[src/logic/ccs_pkg.sv]
package ccs_pkg;

  // ----------------------------------------------------------------
  // register offsets
  // ----------------------------------------------------------------
  localparam logic [7:0] REG_EVENT_STATUS = 8'h00;
  localparam logic [7:0] REG_EVENT_IRQ_MASK = 8'h01;
  localparam logic [7:0] REG_EVENT_GEN_ENABLE = 8'h02;
  localparam logic [7:0] REG_AUDIO_PORT_CONTROL = 8'h09;
  localparam logic [7:0] REG_AUDIO_PORT_ROUTING = 8'h0A;
  localparam logic [7:0] REG_RECORD_GAIN = 8'h0F;
  localparam logic [7:0] REG_PLAYBACK_GAIN = 8'h2A;
  localparam logic [7:0] REG_CHANNEL_ENABLES = 8'h32;
  localparam logic [7:0] REG_CLOCK_COMMAND = 8'h33;

  // ----------------------------------------------------------------
  // values after reset
  // ----------------------------------------------------------------
  localparam logic [7:0] RST_EVENT_STATUS = 8'h00;
  localparam logic [7:0] RST_EVENT_IRQ_MASK = 8'h00;
  localparam logic [7:0] RST_EVENT_GEN_ENABLE = 8'h50;
  localparam logic [7:0] RST_AUDIO_PORT_CONTROL = 8'h00;
  localparam logic [7:0] RST_AUDIO_PORT_ROUTING = 8'h00;
  localparam logic [7:0] RST_RECORD_GAIN = 8'h00;
  localparam logic [7:0] RST_PLAYBACK_GAIN = 8'h80;
  localparam logic [7:0] RST_CHANNEL_ENABLES = 8'h00;

  // ----------------------------------------------------------------
  // field positions and codes
  // ----------------------------------------------------------------
  localparam int VOL_DONE_BIT = 6;
  localparam int CLK_READY_BIT = 4;
  localparam int CH_PORT_BIT = 0;
  localparam int CH_MIC_L_BIT = 1;
  localparam int CH_LINEOUT_BIT = 2;
  localparam int CH_MIC_R_BIT = 3;
  localparam int CH_AMP_BIT = 5;
  localparam int ROUTE_LSB = 2;
  localparam logic [1:0] ROUTE_LEFT = 2'h0;
  localparam logic [1:0] ROUTE_RIGHT = 2'h1;
  localparam logic [1:0] ROUTE_MEAN = 2'h2;
  localparam logic [7:0] CMD_CLK_STOP = 8'h00;
  localparam logic [7:0] CMD_CLK_START = 8'h01;
  localparam logic [7:0] PB_MUTE = 8'h80;
  localparam logic [7:0] IRQ_ONLY_VOL = 8'h40;
  localparam logic [7:0] ALL_CLEAR = 8'h00;

  // ----------------------------------------------------------------
  // timing
  // ----------------------------------------------------------------
  localparam int CLK_PERIOD_NS = 100;
  localparam int RAMP_STEP_NS = 1000;
  localparam int RAMP_STEP_CYC = (RAMP_STEP_NS + CLK_PERIOD_NS - 1) / CLK_PERIOD_NS;

  // host command operations
  typedef enum logic [1:0] {
    CCS_OP_WRITE,
    CCS_OP_READ,
    CCS_OP_SHUT_POLL,
    CCS_OP_SHUT_IRQ
  } ccs_op_t;

endpackage : ccs_pkg

[src/logic/ccs_if.sv]
`timescale 1ns/10ps
interface ccs_if;
  logic req;             // host request, held until ack
  logic we;              // 1 write, 0 read
  logic [7:0] addr;      // register offset
  logic [7:0] wdata;     // write data
  logic ack;             // one-cycle answer from the device
  logic [7:0] rdata;     // read data, valid with ack
  logic interrupt_out_n; // active-low interrupt from the device

  modport dev (input req, input we, input addr, input wdata,
               output ack, output rdata, output interrupt_out_n);
  modport host (output req, output we, output addr, output wdata,
                input ack, input rdata, input interrupt_out_n);
endinterface : ccs_if

[src/logic/ccs_device.sv]
`timescale 1ns/10ps
module ccs_device import ccs_pkg::*; #(
  parameter int STEP_CYC = RAMP_STEP_CYC,
  parameter int SAMPLE_W = 16
) (
  input wire logic clk,                    // system clock, 10 MHz
  input wire logic nrst,                   // async reset, active low
  ccs_if.dev bus,                          // control link to the host
  input wire logic [SAMPLE_W-1:0] in_left,  // serial port left sample
  input wire logic [SAMPLE_W-1:0] in_right, // serial port right sample
  input wire logic in_valid,               // sample pair strobe
  output logic [SAMPLE_W-1:0] play_sample, // sample for the playback path
  output logic play_valid,                 // play_sample strobe
  output logic [7:0] live_gain,            // smoothed playback gain code
  output logic [3:0] rec_gain_left,        // left record gain code
  output logic [3:0] rec_gain_right,       // right record gain code
  output logic [7:0] port_ctrl,            // serial port control byte
  output logic port_en,                    // serial audio port enable
  output logic mic_left_en,                // left microphone channel
  output logic mic_right_en,               // right microphone channel
  output logic lineout_en,                 // lineout amplifier
  output logic amp_en,                     // class-D amplifier
  output logic main_clk_run                // main clock running
);

  // ----------------------------------------------------------------
  // register storage
  // ----------------------------------------------------------------
  logic [7:0] status_reg;
  logic [7:0] mask_reg;
  logic [7:0] gen_en_reg;
  logic [7:0] routing_reg;
  logic [7:0] record_gain_reg;
  logic [7:0] playback_gain_reg;
  logic [7:0] chan_reg;
  logic [7:0] status_next;
  logic [7:0] event_set;
  logic [7:0] rdata_next;
  logic take;
  logic wr;
  logic rd_status;
  logic ramp_done;
  logic clk_ready_pulse;
  logic [7:0] ramp_level;
  logic ack_reg;
  logic [7:0] rdata_reg;
  logic irq_n_reg;

  // a request is taken once; the held req is ignored while ack stands
  assign take = bus.req && !ack_reg;
  assign wr = take && bus.we;
  assign rd_status = take && !bus.we && (bus.addr == REG_EVENT_STATUS);

  // read decode, unmapped and write-only offsets read as zero
  function automatic logic [7:0] read_mux(input logic [7:0] a);
    case (a)
      REG_EVENT_STATUS: read_mux = status_reg;
      REG_EVENT_IRQ_MASK: read_mux = mask_reg;
      REG_EVENT_GEN_ENABLE: read_mux = gen_en_reg;
      REG_AUDIO_PORT_CONTROL: read_mux = port_ctrl;
      REG_AUDIO_PORT_ROUTING: read_mux = routing_reg;
      REG_RECORD_GAIN: read_mux = record_gain_reg;
      REG_PLAYBACK_GAIN: read_mux = playback_gain_reg;
      REG_CHANNEL_ENABLES: read_mux = chan_reg;
      default: read_mux = 8'h00;
    endcase
  endfunction : read_mux

  assign rdata_next = read_mux(bus.addr);

  // ----------------------------------------------------------------
  // link answer
  // ----------------------------------------------------------------
  // one-cycle ack the edge after a request is taken
  always_ff @(posedge clk or negedge nrst) begin
    if (!nrst) begin
      ack_reg <= 1'b0;
      rdata_reg <= 8'h00;
    end else begin
      ack_reg <= take;
      if (take && !bus.we) begin
        rdata_reg <= rdata_next;
      end
    end
  end

  assign bus.ack = ack_reg;
  assign bus.rdata = rdata_reg;

  // ----------------------------------------------------------------
  // writable control registers
  // ----------------------------------------------------------------
  always_ff @(posedge clk or negedge nrst) begin
    if (!nrst) begin
      mask_reg <= RST_EVENT_IRQ_MASK;
      gen_en_reg <= RST_EVENT_GEN_ENABLE;
      port_ctrl <= RST_AUDIO_PORT_CONTROL;
      routing_reg <= RST_AUDIO_PORT_ROUTING;
      record_gain_reg <= RST_RECORD_GAIN;
      playback_gain_reg <= RST_PLAYBACK_GAIN;
      chan_reg <= RST_CHANNEL_ENABLES;
    end else if (wr) begin
      case (bus.addr)
        REG_EVENT_IRQ_MASK: mask_reg <= bus.wdata;
        REG_EVENT_GEN_ENABLE: gen_en_reg <= bus.wdata;
        REG_AUDIO_PORT_CONTROL: port_ctrl <= bus.wdata;
        REG_AUDIO_PORT_ROUTING: routing_reg <= bus.wdata;
        REG_RECORD_GAIN: record_gain_reg <= bus.wdata;
        REG_PLAYBACK_GAIN: playback_gain_reg <= bus.wdata;
        REG_CHANNEL_ENABLES: chan_reg <= bus.wdata;
        default: begin
        end
      endcase
    end
  end

  // the record gain and channel enable bytes and the ramp level drive the block's outputs through flops
  always_ff @(posedge clk or negedge nrst) begin
    if (!nrst) begin
      rec_gain_left <= 4'h0;
      rec_gain_right <= 4'h0;
      port_en <= 1'b0;
      mic_left_en <= 1'b0;
      mic_right_en <= 1'b0;
      lineout_en <= 1'b0;
      amp_en <= 1'b0;
      live_gain <= RST_PLAYBACK_GAIN;
    end else begin
      rec_gain_left <= record_gain_reg[7:4];
      rec_gain_right <= record_gain_reg[3:0];
      port_en <= chan_reg[CH_PORT_BIT];
      mic_left_en <= chan_reg[CH_MIC_L_BIT];
      mic_right_en <= chan_reg[CH_MIC_R_BIT];
      lineout_en <= chan_reg[CH_LINEOUT_BIT];
      amp_en <= chan_reg[CH_AMP_BIT];
      live_gain <= ramp_level;
    end
  end

  // ----------------------------------------------------------------
  // smoothed playback gain
  // ----------------------------------------------------------------
  ccs_ramp #(
    .STEP_CYC(STEP_CYC)
  ) u_ramp (
    .clk(clk),
    .nrst(nrst),
    .target(playback_gain_reg),
    .level(ramp_level),
    .done(ramp_done)
  );

  // ----------------------------------------------------------------
  // main clock command
  // ----------------------------------------------------------------
  // the command byte is write-only; only the run state is kept
  always_ff @(posedge clk or negedge nrst) begin
    if (!nrst) begin
      main_clk_run <= 1'b0;
      clk_ready_pulse <= 1'b0;
    end else begin
      clk_ready_pulse <= 1'b0;
      if (wr && bus.addr == REG_CLOCK_COMMAND) begin
        if (bus.wdata == CMD_CLK_STOP) begin
          main_clk_run <= 1'b0;
        end else if (bus.wdata == CMD_CLK_START) begin
          main_clk_run <= 1'b1;
          clk_ready_pulse <= !main_clk_run;
        end
      end
    end
  end

  // ----------------------------------------------------------------
  // events, status and interrupt
  // ----------------------------------------------------------------
  // events are pulses at completion, so each is reported once
  always_comb begin
    event_set = 8'h00;
    event_set[VOL_DONE_BIT] = ramp_done;
    event_set[CLK_READY_BIT] = clk_ready_pulse;
    event_set = event_set & gen_en_reg;
  end

  // a status read clears the byte but a same-cycle event survives
  always_comb begin
    status_next = rd_status ? event_set : (status_reg | event_set);
  end

  always_ff @(posedge clk or negedge nrst) begin
    if (!nrst) begin
      status_reg <= RST_EVENT_STATUS;
    end else begin
      status_reg <= status_next;
    end
  end

  // interrupt follows the status byte that is about to stand
  always_ff @(posedge clk or negedge nrst) begin
    if (!nrst) begin
      irq_n_reg <= 1'b1;
    end else begin
      irq_n_reg <= ~|(status_next & mask_reg);
    end
  end

  assign bus.interrupt_out_n = irq_n_reg;

  // ----------------------------------------------------------------
  // playback source selection
  // ----------------------------------------------------------------
  // mean is taken at one extra bit so the sum cannot wrap
  always_ff @(posedge clk or negedge nrst) begin
    if (!nrst) begin
      play_sample <= '0;
      play_valid <= 1'b0;
    end else begin
      play_valid <= in_valid && port_en;
      if (in_valid) begin
        case (routing_reg[ROUTE_LSB+:2])
          ROUTE_RIGHT: play_sample <= in_right;
          ROUTE_MEAN: play_sample <= SAMPLE_W'(({in_left[SAMPLE_W-1], in_left}
                                   + {in_right[SAMPLE_W-1], in_right}) >>> 1);
          default: play_sample <= in_left;
        endcase
      end
    end
  end

endmodule : ccs_device

[src/logic/ccs_ramp.sv]
`timescale 1ns/10ps
// smoothed gain stepper: walks the live code one step toward the target
module ccs_ramp import ccs_pkg::*; #(
  parameter int STEP_CYC = RAMP_STEP_CYC
) (
  input wire logic clk,          // system clock
  input wire logic nrst,         // async reset, active low
  input wire logic [7:0] target, // requested gain code
  output logic [7:0] level,      // live gain code
  output logic done              // one-cycle pulse when a ramp ends
);
  logic [15:0] tick_reg;
  logic moving_reg;
  logic tick;

  assign tick = (tick_reg == 16'(STEP_CYC - 1));

  // step pacing; a free-running divider keeps the ramp slope fixed
  always_ff @(posedge clk or negedge nrst) begin
    if (!nrst) begin
      tick_reg <= 16'h0000;
    end else if (tick) begin
      tick_reg <= 16'h0000;
    end else begin
      tick_reg <= tick_reg + 16'h0001;
    end
  end

  // one code per tick instead of a jump avoids audible clicks
  always_ff @(posedge clk or negedge nrst) begin
    if (!nrst) begin
      level <= RST_PLAYBACK_GAIN;
      moving_reg <= 1'b0;
      done <= 1'b0;
    end else begin
      done <= 1'b0;
      if (tick && level != target) begin
        level <= (level < target) ? level + 8'h01 : level - 8'h01;
        moving_reg <= 1'b1;
      end else if (tick && moving_reg) begin
        moving_reg <= 1'b0;
        done <= 1'b1;
      end
    end
  end
endmodule : ccs_ramp
[src/flat_wrapper.sv]
// flat-port wrapper written by rule: the top's interface ports become plain ports
module ccs_device_flat import ccs_pkg::*;
#(
  parameter int STEP_CYC = RAMP_STEP_CYC,
  parameter int SAMPLE_W = 16
)
  (clk, nrst, in_left, in_right, in_valid, play_sample, play_valid, live_gain, rec_gain_left, rec_gain_right, port_ctrl, port_en, mic_left_en, mic_right_en, lineout_en, amp_en, main_clk_run, bus_req, bus_we, bus_addr, bus_wdata, bus_ack, bus_rdata, bus_interrupt_out_n);
  ccs_if bus_i ();
  input wire logic clk;
  input wire logic nrst;
  input wire logic [SAMPLE_W-1:0] in_left;
  input wire logic [SAMPLE_W-1:0] in_right;
  input wire logic in_valid;
  output logic [SAMPLE_W-1:0] play_sample;
  output logic play_valid;
  output logic [7:0] live_gain;
  output logic [3:0] rec_gain_left;
  output logic [3:0] rec_gain_right;
  output logic [7:0] port_ctrl;
  output logic port_en;
  output logic mic_left_en;
  output logic mic_right_en;
  output logic lineout_en;
  output logic amp_en;
  output logic main_clk_run;
  input wire logic [$bits(bus_i.req)-1:0] bus_req;
  input wire logic [$bits(bus_i.we)-1:0] bus_we;
  input wire logic [$bits(bus_i.addr)-1:0] bus_addr;
  input wire logic [$bits(bus_i.wdata)-1:0] bus_wdata;
  output wire logic [$bits(bus_i.ack)-1:0] bus_ack;
  output wire logic [$bits(bus_i.rdata)-1:0] bus_rdata;
  output wire logic [$bits(bus_i.interrupt_out_n)-1:0] bus_interrupt_out_n;
  assign bus_i.req = bus_req;
  assign bus_i.we = bus_we;
  assign bus_i.addr = bus_addr;
  assign bus_i.wdata = bus_wdata;
  assign bus_ack = bus_i.ack;
  assign bus_rdata = bus_i.rdata;
  assign bus_interrupt_out_n = bus_i.interrupt_out_n;
  ccs_device #(.STEP_CYC(STEP_CYC), .SAMPLE_W(SAMPLE_W)) u_core (.clk(clk), .nrst(nrst), .bus(bus_i), .in_left(in_left), .in_right(in_right), .in_valid(in_valid), .play_sample(play_sample), .play_valid(play_valid), .live_gain(live_gain), .rec_gain_left(rec_gain_left), .rec_gain_right(rec_gain_right), .port_ctrl(port_ctrl), .port_en(port_en), .mic_left_en(mic_left_en), .mic_right_en(mic_right_en), .lineout_en(lineout_en), .amp_en(amp_en), .main_clk_run(main_clk_run));
endmodule
[config.mk]
export PLATFORM = sky130hd
export DESIGN_NAME = ccs_device_flat
export DESIGN_NICKNAME = d
export VERILOG_FILES = /design/src/logic/ccs_pkg.sv /design/src/logic/ccs_if.sv /design/src/logic/ccs_device.sv /design/src/logic/ccs_ramp.sv /design/src/flat_wrapper.sv
export SDC_FILE = /design/constraint.sdc
export NUM_CORES = 1
export LEC_CHECK = 0
export ABC_AREA = 1
export ABC_CLOCK_PERIOD_IN_PS = 2400
export BUFFER_PORTS_ARGS = -buffer_cell sky130_fd_sc_hd__buf_4
export CORE_AREA = 2 2 136 152
export CTS_CLUSTER_SIZE = 14
export DETAILED_ROUTE_END_ITERATION = 16
export DIE_AREA = 0 0 138 154
export SLEW_MARGIN = 10
export SYNTH_ARGS = -nofsm -noshare
export SYNTH_HDL_FRONTEND = slang
export SYNTH_SLANG_ARGS = --single-unit
[constraint.sdc]
create_clock -name clk -period 2.4 [get_ports clk]
set_clock_uncertainty 0.15 [all_clocks]
set_input_delay 0.36 -clock clk [delete_from_list [all_inputs] [get_ports clk]]
set_output_delay 0.36 -clock clk [all_outputs]
set_load 0.02 [all_outputs]
; Word level (Yosys, flattened, before mapping)
; Cells that the tools add are included.
[totals]
reg_bits = 140
input_bits = 53
out_inout_bits = 57
wordCells = 87
[op_classes]
add_sub_neg = 4
n_lt_le_gt_ge = 1
eq_ne = 13
n_mux = 14
bitwise_logic = 3
reduce_logical = 25
[op_table]
columns = operator, count
row1 = $pmux 8 s8, 1
row2 = $pmux 16 s2, 1
row3 = $eq 8x4->1 const B, 3
row4 = $eq 8x6->1 const B, 3
row5 = $add 16x16->17, 1
row6 = $add 16x1->16 const B, 1
row7 = $eq 16x4->1 const B, 1
row8 = $eq 8x1->1 const B, 2
row9 = $logic_not 8->1, 2
row10 = $mux 16, 1
row11 = $mux 8, 2
row12 = $reduce_and 2->1, 8
row13 = $mux 1, 9
row14 = $add 8x1->8 const B, 1
row15 = $and 7x8->8, 1
row16 = $and 8x8->8, 1
row17 = $eq 8x2->1 const B, 1
row18 = $logic_and 1x1->1, 8
row19 = $lt 8x8->1, 1
row20 = $ne 8x8->1, 1
row21 = $or 8x8->8, 1
row22 = $reduce_or 8->1, 1
row23 = $sub 8x1->8 const B, 1
row24 = $logic_not 1->1, 4
row25 = 3 further kinds, 4

; Depth between registers and ports, before layout
[depth]
word_depth = 8
ltp_mapped = 16
depth_no_buf = 16

; Modules after synthesis
; A second synthesis with hierarchy kept.
[hier_totals]
hier_cells = 1011
area_unflattened_um2 = 7988.9
[by_module_without_submodules]
columns = module, instances, cells_per_inst, area_each_um2, seq_area_each_um2
row1 = ccs_device, 1, 784, 6207.2, 2859.0
row2 = ccs_ramp, 1, 227, 1781.7, 651.9

; Least setup slack after synthesis
; OpenSTA, ideal clock, no wires.
[synth_path]
path_kind = reg-to-reg
start = register u_core.playback_gain_reg[7]
end = register u_core.u_ramp.level[5]
setup_ns = 0.135
arrival_time_ns = 2.273
t_required_ns = 2.115
path_slack_ns = -0.158
path_stages_with_launch = 12
n_path_buf = 0
period_less_slack_ns = 2.558
cell_sequence = dfstp_2 -> inv_1 -> ha_1 -> a21oi_1 -> o21a_1 -> nand2_1 -> ha_1 -> a21oi_1 -> nand2_1 -> a21boi_0 -> xor2_1 -> o21ai_0
[synth_via]
elab_chain_len = 2
elab_cells_between_ends = 4
cone_classes = order compare: 1 / eq/ne: 1 / mux: 1 / reduce/logical: 1
[synth_rtl]
columns = element, line_no
row1 = from (decl), ccs_device.sv:34  ; logic [7:0] playback_gain_reg;
row2 = from (signal assigned), ccs_device.sv:109  ; REG_PLAYBACK_GAIN: playback_gain_reg <= bus.wdata;
row3 = $lt 8x8->1 / $ne 8x8->1 (equally long branches), "ccs_ramp.sv:38, ccs_ramp.sv:37"
row4 = $mux 8 / $logic_and 1x1->1 (equally long branches), "ccs_ramp.sv:38, ccs_ramp.sv:37"
row5 = to (signal assigned), ccs_ramp.sv:38  ; level <= (level < target) ? level + 8'h01 : level - 8'h01;
row6 = to (decl), ccs_ramp.sv:9  ; output logic [7:0] level,
; Parallel ways exist; a longest one is shown, timed or not.
; A chain may end at the register's enable or synchronous reset.

; Final worst setup path
[layout_path]
start = register u_core.playback_gain_reg[7]
end = register u_core.u_ramp.level[7]
; The elaborated chain is that of the path after synthesis.

==> results by stage <==
Critical path:
- In this run the register-to-register setup slack is -130 ps.
- The type of origin of the critical path is a flop.
- The reg-to-reg critical path endpoint is u_core.u_ramp.level[7]$_DFFE_PN1P_.
- The depth of the worst register-to-register path is 14.
- The most used cell along the critical path is nand2_1.
- On the critical path, the stage with the largest delay is an instance of dfstp_2.
- In this design, the largest share of critical-path delay is due to simple AND/OR/NAND/NOR gates.
- The maximum single-stage delay on the critical path is 530 ps.
- At the worst endpoint, the arrival time is 2750 ps.
- The data required time of the worst path is 2620 ps.
- Traced cell by cell, the critical path runs through inv_2 -> ha_4 -> nand4_1 -> a21o_1 -> nand2_4 -> buf_4 -> ha_4 -> nand2_1 -> o21ai_1 -> a21oi_2 -> nand3_1 -> nand3_2 -> nand2_1 -> nand2_1.
- The element type at the critical path end is a flop.
- The launching point of the worst reg2reg path is u_core.playback_gain_reg[7]$_DFFE_PN1P_.
- The kind of critical path is reg2reg.
- The combined buffer and inverter count along the critical path is 2.
- The highest fanout seen on the critical path is 8.

Finish:
- At the end of the flow the core is filled with cells to 0.499.
- With fillers left out, the area of the finished cells amounts to 9770 um2.
- The number of antenna diodes in the final layout is 0.
- The layout overhead on the synthesized area is 25.9%.
- At the end of the flow, the number of nets in the layout was 1228.
- Of the cells placed in the final design, the portion with a size suffix greater than 1 is 0.220.
- In the layout the commonest cells are nand2_1, buf_4, dfrtp_1.
- The library cell used most frequently in the layout, excluding fill and tap cells, is nand2_1.
- The number of fill cells in the layout is 1965.

Power and ir drop:
- The worst-case IR drop observed on VDD is 0.504 mV.
- Summed over all cells, the static leakage comes to 5.17 nW.
- Dividing total power by cell area gives a power density of 828 nW/um2.

Run:
- The number of max-cap violations is 0.

Run status:
- The run finished, with violations left.
- The checks that failed: setup timing.

GRT:
- The via count of the first global-routing pass was 6705.
- Across every metal layer, demand over resource in global routing totals 0.201.
- Entering global routing, the biggest net connects 59 pins.
- The total overflow left after global routing is 0.
- The first global-routing pass estimated 34300 um of wire.
- The initial antenna violation count is 0.

Timing:
- Setup repair after global routing could not meet its margin everywhere.
- The relative max-transition margin is 0.625.
- Dividing the final minimum period by the clock period gives 1.06.
- Setup violations remaining at the end of the flow were counted as 5.
- Subtracting the final worst setup slack from the clock period gives 2530 ps.
- The number of max-slew violations in the final report is 0.
- The final critical-path setup slack is -134 ps.
- For the pin with the worst max-slew slack, the measured transition is 562 ps.
- The count of endpoints failing hold in the final timing report is 0.
- Timing would allow up to 0.395 GHz.

Placed design:
- The instance area after placement is 9080 um2.
- Port buffering added 109 buffers.
- The worst slack at placement is -201 ps.
- At the end of routability-driven placement, the weighted congestion stood at 0.849.
- The placed wire-length estimate after detailed placement is 15500 um.

Hold path:
- The worst hold path cell count is 3.
- In this run the most critical hold path is launched from in_left[4].
- The hold-critical path endpoint is u_core.play_sample[4]$_DFFE_PN0P_.
- In this run the worst hold path is classified as in2reg.

Floorplanning:
- After floorplanning, the core was sized to cover 19600 um2.
- From left edge to right edge, the die measures 138 um.
- The number of core rows is 54.
- The starting utilization of the core area is 0.396.
- 110 I/O pins were placed.
- The die boundary height is 154 um.
- The die covers 21300 um2.

Synth:
- The synthesized netlist net count is 1083.
- Synthesis inferred 140 register bits.
- The prevailing post-synth register cell is dfrtp_1.
- The number of enable-type register cells in the synthesized netlist is 0.
- The share of synthesized area in the top cell type comes to 0.432.
- The library cell with the largest summed area after synthesis is dfrtp_1.
- By area the synthesized netlist is led by dfrtp_1, nand2_1, inv_1.
- In this run the mean area of a mapped cell was 7.80 um2.
- The fraction of the mapped netlist area in adder cells is 0.0583.
- Summing every instance area after synthesis gives 7760 um2.
- The simple logic cell fraction of the synthesized area is 0.296.
- For this run, the register share of the synthesized area comes to 0.452.
- The xor-xnor portion of the synthesized cell area is 0.0135.
- Of the post-synthesis cell area, the part taken by muxes is 0.
- The combinational family with the most area after synthesis is simple AND/OR/NAND/NOR gates.
- The fraction of registers with async set/reset is 1.00.
- The fraction of the mapped netlist area in compound gates is 0.103.
- For this run, the number of Yosys warnings is 0.
- The cell count after synthesis is 995.
- The count of distinct cell types in the synthesized netlist is 40.

CTS:
- After clock tree synthesis, the clock-pin slew on the worst setup and hold paths is 60 ps.
- The maximum clock insertion buffer count is 2.
- The H-tree generated during clock tree synthesis spans 4 levels.
- For this design, the sink count on the clock tree is 140.
- The clock latency reported for the late side of the worst-skew pair is 420 ps.
- The TritonCTS clock tree is built.
- The tree is rooted in a clkbuf_16.
- The total clock buffers created by CTS is 17.

Route:
- The number of design-rule violations left by the first detailed-router iteration is 413.
- The first-pass iteration count of the detailed router is 5.
- The average wire length per cell after detail routing is 14.6 um.
- In the routed design, unresolved DRC markers number 0.
- The final route contains 6851 vias.
- Once detail routing completed, the nets flagged for antenna violations numbered 0.
- The final layout contains routed wiring with a total length of 20600 um.
- Using the TritonRoute via totals, the vias-per-cell ratio works out to 4.88.
-- stage by stage --
step	TNS (ps)	power [mW]	cells	hold WS (ps)
final	-445	8.09	1405	29.2
after global routing	-1240	8.64	1405	28.9
after CTS	-385	7.92	1402	15.8
after detailed placement	-538	5.22	1367	235
after global placement	-349	5.17	1367	233
after floorplan	0	4.27	995	-85.6
-- cell families (layout without fill, tap and decap cells) --
kind of cell               count (synthesis)  count (layout)
and+or+nand+nor                          520             520
buffers and inverters                    146             304
AOI/OAI and AO/OA                        142             142
DFF                                      140             140
adders and majority gates                 35              35
xor gates and xnor gates                  12              12
-- worst reg2reg max path: cells and delay by family (launching register included) --
kind | cells | cell delay (ps)
AO/OA/AOI/OAI | 3 | 440
adder cells (fa/ha/maj) | 2 | 460
buffers and inverters | 2 | 210
flip-flops | 1 | 530
AND/OR/NAND/NOR | 7 | 700
-- worst max path at each step --
stage	to	slack (ps)	startpoint	cells after the start
3_5_place_dp	u_core.u_ramp.level[7]$_DFFE_PN1P_	-200	u_core.playback_gain_reg[7]$_DFFE_PN1P_	14
5_1_grt	u_core.u_ramp.level[7]$_DFFE_PN1P_	-310	u_core.playback_gain_reg[7]$_DFFE_PN1P_	15
2_1_floorplan	u_core.u_ramp.level[6]$_DFFE_PN0P_	20	u_core.u_ramp.level[1]$_DFFE_PN0P_	15
3_3_place_gp	u_core.u_ramp.level[7]$_DFFE_PN1P_	-140	u_core.playback_gain_reg[7]$_DFFE_PN1P_	14
4_1_cts	u_core.u_ramp.level[6]$_DFFE_PN0P_	-130	u_core.playback_gain_reg[7]$_DFFE_PN1P_	14
6_report	u_core.u_ramp.level[7]$_DFFE_PN1P_	-130	u_core.playback_gain_reg[7]$_DFFE_PN1P_	14
-- layout make-up --
| cell class | instances | area [um2] | share of cell area |
|---|---|---|---|
| Multi-Input combinational cell | 709 | 3820 | 0.391 |
| Sequential cell | 140 | 3510 | 0.359 |
| Timing Repair Buffer | 143 | 1090 | 0.112 |
| Inverter | 129 | 485 | 0.0497 |
| Clock buffer | 19 | 433 | 0.0443 |
| Tap cell | 252 | 315 | 0.0323 |
| Clock inverter | 13 | 120 | 0.0123 |
-- synthesized netlist by cell type, types with 3 or more instances --
cell type / count
a21boi_0: 3
a21oi_1: 42
buf_2: 4
buf_6: 5
clkbuf_1: 8
dfrtp_1: 134
dfstp_2: 6
ha_1: 33
inv_1: 121
inv_2: 6
nand2_1: 339
nand2_2: 6
nand2_4: 6
nand3_1: 46
nand3b_1: 13
nand4_1: 15
nor2_1: 64
nor2_2: 3
nor2_4: 6
nor3_1: 8
nor4_1: 6
o211ai_1: 4
o21ai_0: 51
o21ai_1: 21
o21ai_2: 16
xnor2_1: 3
xor2_1: 9
-- power breakdown --
group	internal (mW)	leakage [nW]	switching, mW
Clock	1.43	0.264	1.06
Combinational	1.40	3.10	1.52
Sequential	2.59	1.81	0.0977
Total	5.42	5.17	2.68
-- metal layers --
metal  up-vias  track usage  wire length, um  share of wire
met5         -            0                0              0
met4         0       0.0627              390          0.019
met3        25       0.0371              802          0.039
met2       157        0.336             9780           0.48
met1      3191        0.266             9600           0.47
li1       3478            -                -              -
-- timing repair --
| item | CTS | global route |
|---|---|---|
| hold buffers | 1 | 0 |
| endpoints found under the setup margin | 4 | 5 |
| pin swaps | 15 | 14 |
| gates resized for setup | 11 | 13 |
| hold endpoints to repair | 49 | 0 |
| buffers inserted | 2 | 3 |
(Power assumes the default switching activity.)
